$ cat config.mk
export PLATFORM = sky130hd
export DESIGN_NAME = dcp_conn_ctrl
export DESIGN_NICKNAME = d
export VERILOG_FILES = /design/src/verilog/dcp_pkg.sv /design/src/verilog/dcp_conn_ctrl.sv
export VERILOG_INCLUDE_DIRS = /design/src /design/src/verilog
export SDC_FILE = /design/constraint.sdc
export NUM_CORES = 1
export LEC_CHECK = 0
export ABC_CLOCK_PERIOD_IN_PS = 5530
export BUFFER_PORTS_ARGS = -buffer_cell sky130_fd_sc_hd__buf_2
export CAP_MARGIN = 20
export CORE_MARGIN = 2
export CORE_UTILIZATION = 50
export DETAILED_ROUTE_END_ITERATION = 8
export PLACE_DENSITY = 0.85
export SKIP_LAST_GASP = 1
export SYNTH_ARGS = -nofsm -noshare
export SYNTH_HDL_FRONTEND = slang
export SYNTH_SLANG_ARGS = --single-unit
$ cat constraint.sdc
create_clock -name ref_clk -period 5.53 [get_ports ref_clk]
set_input_delay 0.2765 -clock ref_clk [delete_from_list [all_inputs] [get_ports ref_clk]]
set_output_delay 0.2765 -clock ref_clk [all_outputs]
set_load 0.02 [all_outputs]
$ cat src/verilog/dcp_regs.svh
`ifndef DCP_REGS_SVH
`define DCP_REGS_SVH
// Frame delimiter codes
`define DCP_SOF_C1 3'h1
`define DCP_SOF_N1 3'h2
`define DCP_SOF_I1 3'h3
`define DCP_SOF_OTHER 3'h0
`define DCP_EOF_N 2'h0
`define DCP_EOF_T 2'h1
`define DCP_EOF_DT 2'h2
// Frame kinds
`define DCP_FK_DATA 3'h0
`define DCP_FK_ACK1 3'h1
`define DCP_FK_ACKN 3'h2
`define DCP_FK_ACK0 3'h3
`define DCP_FK_FRJT 3'h4
`define DCP_FK_PBSY 3'h5
`define DCP_FK_PRJT 3'h6
// Word 4 field positions
`define DCP_W4_PREEMPT_BIT 31
`define DCP_W4_PRIO_HI 30
`define DCP_W4_PRIO_LO 24
`define DCP_W4_OXID_HI 23
`define DCP_W4_OXID_LO 16
// Fabric reject reason codes
`define DCP_RSN_PREEMPT_REJ 8'h01
`define DCP_RSN_PREEMPT_NEN 8'h02
// Service classes
`define DCP_CLASS_1 3'h1
`define DCP_CLASS_6 3'h6
`endif

$ cat src/verilog/dcp_pkg.sv
package dcp_pkg;
    typedef struct packed {
        logic [2:0] sof;
        logic [2:0] kind;
        logic [1:0] eof;
        logic [23:0] sid;
        logic [23:0] did;
        logic [31:0] word4;
        logic [7:0] reason;
    } dcp_frame_t;

    typedef struct packed {
        logic [23:0] dest;
        logic [2:0] svcClass;
        logic [6:0] prio;
        logic [15:0] oxId;
        logic preempt;
    } dcp_req_t;

    typedef enum logic [1:0] {
        DCP_IDLE = 2'b00,
        DCP_WAIT = 2'b01,
        DCP_CONN = 2'b11
    } dcp_state_t;
endpackage : dcp_pkg

$ cat src/verilog/dcp_conn_ctrl.sv
`timescale 1ns/1ps
`include "dcp_regs.svh"

// Overview of operation
// - Preemption replaces an existing dedicated connection with a new one.
// - Preemption request uses SOFc1 with Word 4 bit 31 set.
// - Accept F_RJT with preemption reason, or matching ACK_1/ACK_N on SOFn1.
// - Acknowledgement to a preemption request means connection established.
// - F_RJT with a preemption reason ends a preemption attempt, no connection.
// - Priority rides in Word 4 bits 30-24; fabric may reject by it.
// - After preemption, ordinary connect and disconnect handling applies.
// - Source connects on ACK with SOFn1, swapped ids, EOFn or EOFt.
// - Free unconnected destination answers ACK on SOFn1, becomes recipient.
// - Connected recipient may start sequences toward initiator with SOFi1.
// - Busy unconnected destination answers P_BSY ending in EOFdt.
// - Preemption is used only for Class 1 and Class 6.
// - Preemption only when attached through a fabric.
// - Word 4 bits 31-16 hold priority and originator id, or id alone.
// - After a preemption request, hold frames until the response arrives.
module dcp_conn_ctrl (
    input wire logic ref_clk,
    input wire logic reset_n,
    input wire logic [23:0] myId,
    input wire logic fabricAttached,
    input wire logic prioEnabled,
    input wire logic portBusy,
    input wire logic disconnect,
    input wire logic reqValid,
    input wire dcp_pkg::dcp_req_t req,
    input wire logic seqValid,
    input wire logic rxValid,
    input wire dcp_pkg::dcp_frame_t rxFrame,
    output logic reqAccept_r,
    output logic txValid_r,
    output dcp_pkg::dcp_frame_t txFrame_r,
    output logic connected_r,
    output logic isInitiator_r,
    output logic reqDone_r,
    output logic reqFailed_r,
    output logic reqInvalid_r,
    output logic seqAccept_r
);
    dcp_pkg::dcp_state_t state_r, state_nxt;
    dcp_pkg::dcp_frame_t txFrame_nxt;
    logic txValid_nxt, connected_nxt, isInitiator_nxt;
    logic reqAccept_nxt, reqDone_nxt, reqFailed_nxt, reqInvalid_nxt;
    logic seqAccept_nxt, pendPreempt_r, pendPreempt_nxt;
    logic [23:0] peer_r, peer_nxt;
    logic [31:0] word4;
    logic classOk, respMatch, isAck, isRjtPreempt, connReqIn;

    // Priority shares the originator id field only when enabled
    always_comb begin
        word4 = 32'h0000_0000;
        if (prioEnabled) begin
            word4[`DCP_W4_PRIO_HI:`DCP_W4_PRIO_LO] = req.prio;
            word4[`DCP_W4_OXID_HI:`DCP_W4_OXID_LO] = req.oxId[7:0];
        end else begin
            word4[`DCP_W4_PREEMPT_BIT:`DCP_W4_OXID_LO] = req.oxId;
        end
        // Preemption flag overlays the top of the field
        if (req.preempt) begin
            word4[`DCP_W4_PREEMPT_BIT] = 1'b1;
        end
    end

    assign classOk = (req.svcClass == `DCP_CLASS_1) ||
        (req.svcClass == `DCP_CLASS_6);
    // Answer must carry SOFn1 and ids swapped against the request
    assign respMatch = rxValid && rxFrame.sof == `DCP_SOF_N1 &&
        rxFrame.sid == peer_r && rxFrame.did == myId;
    // Preemption requests accept ACK_1/ACK_N only; plain adds ACK_0
    assign isAck = (rxFrame.kind == `DCP_FK_ACK1 ||
        rxFrame.kind == `DCP_FK_ACKN ||
        (!pendPreempt_r && rxFrame.kind == `DCP_FK_ACK0)) &&
        (rxFrame.eof == `DCP_EOF_N || rxFrame.eof == `DCP_EOF_T);
    assign isRjtPreempt = rxFrame.kind == `DCP_FK_FRJT &&
        (rxFrame.reason == `DCP_RSN_PREEMPT_REJ ||
        rxFrame.reason == `DCP_RSN_PREEMPT_NEN);
    assign connReqIn = rxValid && rxFrame.sof == `DCP_SOF_C1 &&
        rxFrame.did == myId;

    always_comb begin
        state_nxt = state_r;
        txValid_nxt = 1'b0;
        txFrame_nxt = txFrame_r;
        connected_nxt = connected_r;
        isInitiator_nxt = isInitiator_r;
        reqAccept_nxt = 1'b0;
        reqDone_nxt = 1'b0;
        reqFailed_nxt = 1'b0;
        reqInvalid_nxt = 1'b0;
        seqAccept_nxt = 1'b0;
        pendPreempt_nxt = pendPreempt_r;
        peer_nxt = peer_r;
        unique case (state_r)
            dcp_pkg::DCP_IDLE: begin
                if (connReqIn) begin
                    txValid_nxt = 1'b1;
                    txFrame_nxt.sof = `DCP_SOF_N1;
                    txFrame_nxt.sid = myId;
                    txFrame_nxt.did = rxFrame.sid;
                    txFrame_nxt.word4 = rxFrame.word4;
                    txFrame_nxt.reason = 8'h00;
                    if (portBusy) begin
                        txFrame_nxt.kind = `DCP_FK_PBSY;
                        txFrame_nxt.eof = `DCP_EOF_DT;
                    end else begin
                        txFrame_nxt.kind = `DCP_FK_ACK1;
                        txFrame_nxt.eof = `DCP_EOF_N;
                        connected_nxt = 1'b1;
                        isInitiator_nxt = 1'b0;
                        peer_nxt = rxFrame.sid;
                        state_nxt = dcp_pkg::DCP_CONN;
                    end
                end else if (reqValid) begin
                    reqAccept_nxt = 1'b1;
                    // Refuse preemption off-class or without fabric
                    if (req.preempt && (!classOk || !fabricAttached)) begin
                        reqInvalid_nxt = 1'b1;
                    end else begin
                        txValid_nxt = 1'b1;
                        txFrame_nxt.sof = `DCP_SOF_C1;
                        txFrame_nxt.kind = `DCP_FK_DATA;
                        txFrame_nxt.eof = `DCP_EOF_N;
                        txFrame_nxt.sid = myId;
                        txFrame_nxt.did = req.dest;
                        txFrame_nxt.word4 = word4;
                        txFrame_nxt.reason = 8'h00;
                        peer_nxt = req.dest;
                        pendPreempt_nxt = req.preempt;
                        state_nxt = dcp_pkg::DCP_WAIT;
                    end
                end
            end
            dcp_pkg::DCP_WAIT: begin
                // No request or sequence is taken while waiting
                if (respMatch && isAck) begin
                    connected_nxt = 1'b1;
                    isInitiator_nxt = 1'b1;
                    reqDone_nxt = 1'b1;
                    state_nxt = dcp_pkg::DCP_CONN;
                end else if (respMatch && (rxFrame.kind == `DCP_FK_PBSY ||
                        rxFrame.kind == `DCP_FK_PRJT ||
                        (rxFrame.kind == `DCP_FK_FRJT &&
                        (!pendPreempt_r || isRjtPreempt)))) begin
                    reqFailed_nxt = 1'b1;
                    state_nxt = dcp_pkg::DCP_IDLE;
                end
            end
            dcp_pkg::DCP_CONN: begin
                if (disconnect) begin
                    connected_nxt = 1'b0;
                    isInitiator_nxt = 1'b0;
                    state_nxt = dcp_pkg::DCP_IDLE;
                end else if (seqValid) begin
                    seqAccept_nxt = 1'b1;
                    txValid_nxt = 1'b1;
                    txFrame_nxt.sof = `DCP_SOF_I1;
                    txFrame_nxt.kind = `DCP_FK_DATA;
                    txFrame_nxt.eof = `DCP_EOF_N;
                    txFrame_nxt.sid = myId;
                    txFrame_nxt.did = peer_r;
                    txFrame_nxt.reason = 8'h00;
                end
            end
            default: begin
                state_nxt = dcp_pkg::DCP_IDLE;
            end
        endcase
    end

    always_ff @(posedge ref_clk or negedge reset_n) begin
        if (!reset_n) begin
            state_r <= dcp_pkg::DCP_IDLE;
            txValid_r <= 1'b0;
            txFrame_r <= '0;
            connected_r <= 1'b0;
            isInitiator_r <= 1'b0;
            reqAccept_r <= 1'b0;
            reqDone_r <= 1'b0;
            reqFailed_r <= 1'b0;
            reqInvalid_r <= 1'b0;
            seqAccept_r <= 1'b0;
            pendPreempt_r <= 1'b0;
            peer_r <= 24'h00_0000;
        end else begin
            state_r <= state_nxt;
            txValid_r <= txValid_nxt;
            txFrame_r <= txFrame_nxt;
            connected_r <= connected_nxt;
            isInitiator_r <= isInitiator_nxt;
            reqAccept_r <= reqAccept_nxt;
            reqDone_r <= reqDone_nxt;
            reqFailed_r <= reqFailed_nxt;
            reqInvalid_r <= reqInvalid_nxt;
            seqAccept_r <= seqAccept_nxt;
            pendPreempt_r <= pendPreempt_nxt;
            peer_r <= peer_nxt;
        end
    end

    preempt_flag_a: assert property (
        @(posedge ref_clk) disable iff (!reset_n)
        reqValid && req.preempt && classOk && fabricAttached &&
        state_r == dcp_pkg::DCP_IDLE && !connReqIn |=>
        txValid_r && txFrame_r.sof == `DCP_SOF_C1 && txFrame_r.word4[31])
        else $error("preemption request not flagged");
    ack_connects_a: assert property (
        @(posedge ref_clk) disable iff (!reset_n)
        state_r == dcp_pkg::DCP_WAIT && respMatch && isAck |=>
        connected_r && isInitiator_r && reqDone_r)
        else $error("ack did not establish connection");
    rjt_ends_a: assert property (
        @(posedge ref_clk) disable iff (!reset_n)
        state_r == dcp_pkg::DCP_WAIT && respMatch &&
        rxFrame.kind == `DCP_FK_FRJT && isRjtPreempt |=>
        !connected_r && reqFailed_r && state_r == dcp_pkg::DCP_IDLE)
        else $error("reject did not end attempt");
    busy_reply_a: assert property (
        @(posedge ref_clk) disable iff (!reset_n)
        state_r == dcp_pkg::DCP_IDLE && connReqIn && portBusy |=>
        txValid_r && txFrame_r.kind == `DCP_FK_PBSY &&
        txFrame_r.eof == `DCP_EOF_DT && !connected_r)
        else $error("busy reply malformed");
    free_reply_a: assert property (
        @(posedge ref_clk) disable iff (!reset_n)
        state_r == dcp_pkg::DCP_IDLE && connReqIn && !portBusy |=>
        txFrame_r.sof == `DCP_SOF_N1 && connected_r && !isInitiator_r)
        else $error("recipient reply malformed");
    class_guard_a: assert property (
        @(posedge ref_clk) disable iff (!reset_n)
        state_r == dcp_pkg::DCP_IDLE && !connReqIn && reqValid &&
        req.preempt && !classOk |=> reqInvalid_r && !txValid_r)
        else $error("preemption sent for wrong class");
    fabric_only_a: assert property (
        @(posedge ref_clk) disable iff (!reset_n)
        state_r == dcp_pkg::DCP_IDLE && !connReqIn && reqValid &&
        req.preempt && !fabricAttached |=> reqInvalid_r)
        else $error("preemption without fabric");
    wait_quiet_a: assert property (
        @(posedge ref_clk) disable iff (!reset_n)
        state_r == dcp_pkg::DCP_WAIT |=> !txValid_r && !reqAccept_r)
        else $error("frame sent while awaiting response");
    seq_delim_a: assert property (
        @(posedge ref_clk) disable iff (!reset_n)
        seqAccept_r |-> txValid_r && txFrame_r.sof == `DCP_SOF_I1 &&
        $past(connected_r))
        else $error("sequence not framed with SOFi1");

    // $past recovers the request fields seen on the deciding edge, since
    // the request may already have been withdrawn when the frame stands
    prio_field_a: assert property (
        @(posedge ref_clk) disable iff (!reset_n)
        state_r == dcp_pkg::DCP_IDLE && !connReqIn && reqValid &&
        prioEnabled && (!req.preempt || (classOk && fabricAttached)) |=>
        txFrame_r.word4[30:24] == $past(req.prio) &&
        txFrame_r.word4[23:16] == $past(req.oxId[7:0]))
        else $error("priority field misplaced");
    oxid_only_a: assert property (
        @(posedge ref_clk) disable iff (!reset_n)
        state_r == dcp_pkg::DCP_IDLE && !connReqIn && reqValid &&
        !prioEnabled && (!req.preempt || (classOk && fabricAttached)) |=>
        txFrame_r.word4[30:16] == $past(req.oxId[14:0]) &&
        txFrame_r.word4[31] == $past(req.oxId[15] || req.preempt))
        else $error("originator id field misplaced");
    ack0_ignored_a: assert property (
        @(posedge ref_clk) disable iff (!reset_n)
        state_r == dcp_pkg::DCP_WAIT && pendPreempt_r && rxValid &&
        rxFrame.kind == `DCP_FK_ACK0 |=>
        !connected_r && state_r == dcp_pkg::DCP_WAIT)
        else $error("bare ack completed a preemption");
    rjt_other_a: assert property (
        @(posedge ref_clk) disable iff (!reset_n)
        state_r == dcp_pkg::DCP_WAIT && pendPreempt_r && respMatch &&
        rxFrame.kind == `DCP_FK_FRJT && !isRjtPreempt |=>
        state_r == dcp_pkg::DCP_WAIT)
        else $error("unrelated reject ended a preemption");
    plain_ack0_a: assert property (
        @(posedge ref_clk) disable iff (!reset_n)
        state_r == dcp_pkg::DCP_WAIT && !pendPreempt_r && respMatch &&
        rxFrame.kind == `DCP_FK_ACK0 && rxFrame.eof == `DCP_EOF_T |=>
        connected_r && isInitiator_r)
        else $error("plain ack did not connect");
    busy_fails_a: assert property (
        @(posedge ref_clk) disable iff (!reset_n)
        state_r == dcp_pkg::DCP_WAIT && !pendPreempt_r && respMatch &&
        rxFrame.kind == `DCP_FK_PBSY |=>
        reqFailed_r && state_r == dcp_pkg::DCP_IDLE)
        else $error("busy answer did not end request");
    disc_drops_a: assert property (
        @(posedge ref_clk) disable iff (!reset_n)
        state_r == dcp_pkg::DCP_CONN && disconnect |=>
        !connected_r && !isInitiator_r && !txValid_r)
        else $error("disconnect did not drop connection");
    conn_state_a: assert property (
        @(posedge ref_clk) disable iff (!reset_n)
        connected_r == (state_r == dcp_pkg::DCP_CONN))
        else $error("connection flag out of step with state");
    reply_ids_a: assert property (
        @(posedge ref_clk) disable iff (!reset_n)
        state_r == dcp_pkg::DCP_IDLE && connReqIn |=>
        txValid_r && txFrame_r.did == $past(rxFrame.sid) &&
        txFrame_r.sid == $past(myId))
        else $error("reply not addressed to requester");
    accept_idle_a: assert property (
        @(posedge ref_clk) disable iff (!reset_n)
        reqAccept_r |-> $past(state_r) == dcp_pkg::DCP_IDLE)
        else $error("request taken outside idle");
    fail_clean_a: assert property (
        @(posedge ref_clk) disable iff (!reset_n)
        reqFailed_r |-> !reqDone_r && !connected_r && !isInitiator_r)
        else $error("failed attempt left a connection");
    seq_dest_a: assert property (
        @(posedge ref_clk) disable iff (!reset_n)
        seqAccept_r |-> txFrame_r.did == peer_r && txFrame_r.sid == myId)
        else $error("sequence frame misaddressed");
endmodule : dcp_conn_ctrl

==> results by stage <==
Routing:
- The number of design rule violations left after detail routing is 0.
- The post-detailed-routing wire length is 15.88 mm.
- After the first detailed-routing iteration, the DRC count stood at 345.
- The total number of vias is 5041.
- The average vias per placed instance is 5.165.
- The detailed-routing wirelength on met1 is 6.678 mm.
- The number of routed nets with antenna violations is 0.
- The routed design uses 639 µm of met3 wire.
- The wire length on met2 is 8.351 mm.
- Dividing the detail-routed wire length by the instance count gives 16.27 µm.
- The uppermost signal routing layer after detailed routing is met4.
- The detailed-router iteration count before antenna repair is 4.

Synthesis:
- The biggest area contributor in the post-synthesis netlist is sky130_fd_sc_hd__dfrtp_1.
- sky130_fd_sc_hd__dfrtp_1 is the most common cell in the netlist.
- The post-synthesis register bit count is 119.
- The sequential cell area fraction in the yosys report is 49.20%.
- Summing every instance area after synthesis gives 6052 µm².
- Of all flip-flops after synthesis, the portion carrying an async set or reset was 100.0%.
- The area share of the leading cell type in the synthesized netlist is 49.20%.
- Synthesis instantiated 43 different standard cells from the library.
- The count of mapped cells out of synthesis is 552.
- By area the synthesized netlist is led by sky130_fd_sc_hd__dfrtp_1, sky130_fd_sc_hd__mux2i_1, sky130_fd_sc_hd__xnor2_1, sky130_fd_sc_hd__o21ai_0, sky130_fd_sc_hd__nand2_1.
- A synthesized cell averages 10.96 µm².
- The Yosys step of the flow raised 0 warnings.
- By count the netlist is led by sky130_fd_sc_hd__dfrtp_1, sky130_fd_sc_hd__o21ai_0, sky130_fd_sc_hd__nand2_1.
- The synthesized design contains 0 enable-type register cells.
- The dominant synthesized flop cell is sky130_fd_sc_hd__dfrtp_1.

GRT:
- The initial antenna violation count is 0.
- In the global route stage, overall resource usage came out at 24.49%.
- The number of global-route vias before repair is 4847.
- The first global-routing pass estimated 24.59 mm of wire.
- The total overflow reported by the global router is 0.
- The largest net degree at the start of global routing is 67.

Setup path:
- For flop-to-flop paths, the worst setup slack is 2.62 ns.
- For the worst setup path, the data required time is 5.81 ns.
- The startpoint identified for the worst register-to-register timing path is state_r[0]$_DFFE_PN0P_.
- The worst reg-to-reg path cell count is 8.
- The largest fanout of any net on the critical path is 55.
- The data arrival time of the worst path is 3.19 ns.
- The critical register-to-register path endpoint is txFrame_r[84]$_DFFE_PN0P_.
- STA classifies the critical path startpoint as a register.
- The critical path endpoint category is a register.
- The start-to-end type of the worst setup path is register to register.

STA:
- The number of hold violations in the final report is 0.
- The final setup slack of the worst path is 2.619 ns.
- For the pin with the worst max-slew slack, the measured transition is 0.9478 ns.
- The number of setup violations in the final report is 0.
- In the final timing run, aggregate negative setup slack is 0 ns.
- Across the routed clock network, the largest skew measured is 0.007215 ns.
- The worst slew margin relative to its limit is 36.81%.
- The final critical-path required period is 2.911 ns.
- Setup repair after global routing left no endpoint under its margin.
- The final max-slew violation count is 0.
- The final critical path takes up 52.64% of the cycle.
- The upper clock frequency limit is 343.5 MHz.

CTS:
- The clock slew seen by the registers of the worst setup and hold paths is 0.06 ns.
- In this run the clock root is driven by a sky130_fd_sc_hd__clkbuf_16.
- The clock passes through at most 2 buffers.
- TritonCTS built the clock tree.
- The H-tree was split into 4 levels.
- The count of hold-fix buffers inserted at cts is 1.
- The number of setup buffers added after CTS is 0.
- Counting every sink on the clock net gives 119.
- Clock latency on the worst-skew pair, taken at its later pin, is 0.41 ns.
- Buffers inserted during clock tree synthesis total 17.
- The number of gates resized after CTS is 0.

Floorplan:
- The number of primary I/O pins is 284.
- The starting density of the core is 50.81%.
- The die is 114.0 µm tall.
- The floorplan step defined a die boundary enclosing 13000 µm².
- The standard-cell row count is 40.
- The width of the die is 114.0 µm.
- The total core area is 11910 µm².

Worst hold path:
- The sink of the worst hold path is txFrame_r[19]$_DFFE_PN0P_.
- The worst hold path stage count is 2.
- In this run the most critical hold path is launched from rxFrame[19].
- The worst hold path class is primary input to register.

Finish:
- After routing the design area is 8069 µm².
- The diode insertion count for antenna repair is 0.
- At the end of the flow the core is filled with cells to 67.74%.
- The filler-free cell count of the finished design is 976.
- The post-layout net count is 999.
- The fraction of final layout cells sized beyond drive strength 1 is 42.58%.
- The number of inserted filler cells in the final layout is 938.
- The area added between synthesis and finish is 33.33%.

Placed design:
- The half-perimeter wire length after detailed placement is 11.61 mm.
- Routability-driven placement finished with a final weighted congestion of 0.8542.
- The total of buffers placed on input and output ports is 271.
- Timing analysis after detailed placement gives a worst setup slack of 2.155 ns.
- The instance area at placement is 7397 µm².
- The number of placed instances, taps included, is 941.

Power:
- Power spread over the standard cell area amounts to 502.9 nW/µm².
- Per report_power, the combinational group accounts for 37.3% of the total.
- In this run the static leakage power is 0.004256 µW.
- The maximum vdd drop is 0.2840 mV.
- The clock network burns 27.9% of the power.
- Net switching is 36.18% of the power.
- The reported net switching power is 1468 µW.
- Sequential cells account for 34.8% of the total power.
- Internal power comes to 2590 µW.

Run:
- The tool flagged a number of max-cap violations equal to 0.

Run status:
- The flow ran to the end, and the final reports show no timing, DRC or antenna violations.
layout make-up:
type                       instances  area [µm²]  area share [%]
clock buffer                      18       439.2           5.443
timing repair buffer             277        1439           17.83
inverter                          11       41.29          0.5117
tap                              147       183.9           2.279
clock inverter                    14       175.2           2.171
multi-input combinational        390        2813           34.86
sequential                       119        2978           36.90
flip-flops by register name, indices dropped and copies added, names as in the netlist:
signal / cells
seqAccept_r: 1
connected_r: 1
txFrame_r: 84
reqDone_r: 1
reqInvalid_r: 1
pendPreempt_r: 1
reqFailed_r: 1
txValid_r: 1
reqAccept_r: 1
state_r: 2
isInitiator_r: 1
peer_r: 24
how the worst max path moves through the flow:
stage                      startpoint                        end  slack [ns]
2_1_floorplan             rxFrame[52]  txFrame_r[61]$_DFFE_PN0P_        3.51
3_3_place_gp                 myId[19]     state_r[1]$_DFFE_PN0P_        2.19
3_5_place_dp                 myId[19]     state_r[1]$_DFFE_PN0P_        2.16
4_1_cts                      myId[19]     state_r[1]$_DFFE_PN0P_        2.56
5_1_grt        state_r[0]$_DFFE_PN0P_  txFrame_r[93]$_DFFE_PN0P_        2.42
6_report       state_r[0]$_DFFE_PN0P_  txFrame_r[84]$_DFFE_PN0P_        2.62
per-stage QoR:
stage	hold WS [ns]	power (µW)
2_1_floorplan	-0.01909	2447
3_3_place_gp	0.3600	2885
3_5_place_dp	0.3655	2928
4_1_cts	0.06305	4079
5_1_grt	0.07053	4281
6_report	0.07934	4058
cell usage in the layout (no fill, tap or decap), types with 3 or more instances in the layout:
master                       instances
sky130_fd_sc_hd__and3_1              3
sky130_fd_sc_hd__clkbuf_16          17
sky130_fd_sc_hd__mux2_1             11
sky130_fd_sc_hd__nor4_1              6
sky130_fd_sc_hd__dfrtp_1           119
sky130_fd_sc_hd__bufinv_16           3
sky130_fd_sc_hd__mux2_4             16
sky130_fd_sc_hd__xor2_1              4
sky130_fd_sc_hd__buf_4               4
sky130_fd_sc_hd__clkinv_4            4
sky130_fd_sc_hd__nor3_1              4
sky130_fd_sc_hd__a21oi_1             6
sky130_fd_sc_hd__buf_2             270
sky130_fd_sc_hd__conb_1             11
sky130_fd_sc_hd__inv_1              11
sky130_fd_sc_hd__clkinvlp_4          3
sky130_fd_sc_hd__nand3_1             3
sky130_fd_sc_hd__a31oi_1             4
sky130_fd_sc_hd__mux2i_1            41
sky130_fd_sc_hd__xnor2_1            45
sky130_fd_sc_hd__mux2_2             21
sky130_fd_sc_hd__nand2_1            77
sky130_fd_sc_hd__nand4_1            12
sky130_fd_sc_hd__o21ai_0            77
sky130_fd_sc_hd__a22o_1             16
sky130_fd_sc_hd__nor2_1             10
logic make-up after synthesis:
kind of cell	Yosys count	synth area share (%)
AND/OR/NAND/NOR	126	9.986
other	1	0.06196
AO/OA/AOI/OAI	112	11.10
flip-flops	119	49.20
multiplexers	89	16.70
adder cells (fa/ha/maj)	3	0.6203
XOR/XNOR	49	7.091
buffers and inverters	53	5.230
routing by layer:
metal  vias to the layer above  track usage [%]
met2                       141            42.26
li1                       2446                -
met4                         0            8.537
met1                      2438            30.39
met3                        16            5.473
met5                         -                0
power by group through the flow:
stage	logic (µW)	registers [µW]	clock network, µW
2_1_floorplan	736	1710	0
3_3_place_gp	1480	1400	0
3_5_place_dp	1510	1420	0
4_1_cts	1520	1410	1150
5_1_grt	1630	1460	1190
6_report	1510	1410	1130
worst max-delay path, stage by stage, from the launching register on:
cell and delay [ns]:
sky130_fd_sc_hd__dfrtp_1 0.38, sky130_fd_sc_hd__ha_2 0.83, sky130_fd_sc_hd__inv_1 0.22, sky130_fd_sc_hd__nor2_1 0.21
sky130_fd_sc_hd__nand2_1 0.10, sky130_fd_sc_hd__inv_1 0.13, sky130_fd_sc_hd__o32ai_4 0.09, sky130_fd_sc_hd__buf_4 0.38
sky130_fd_sc_hd__mux2_1 0.42
Note: power is estimated with default switching activity, not from simulation.
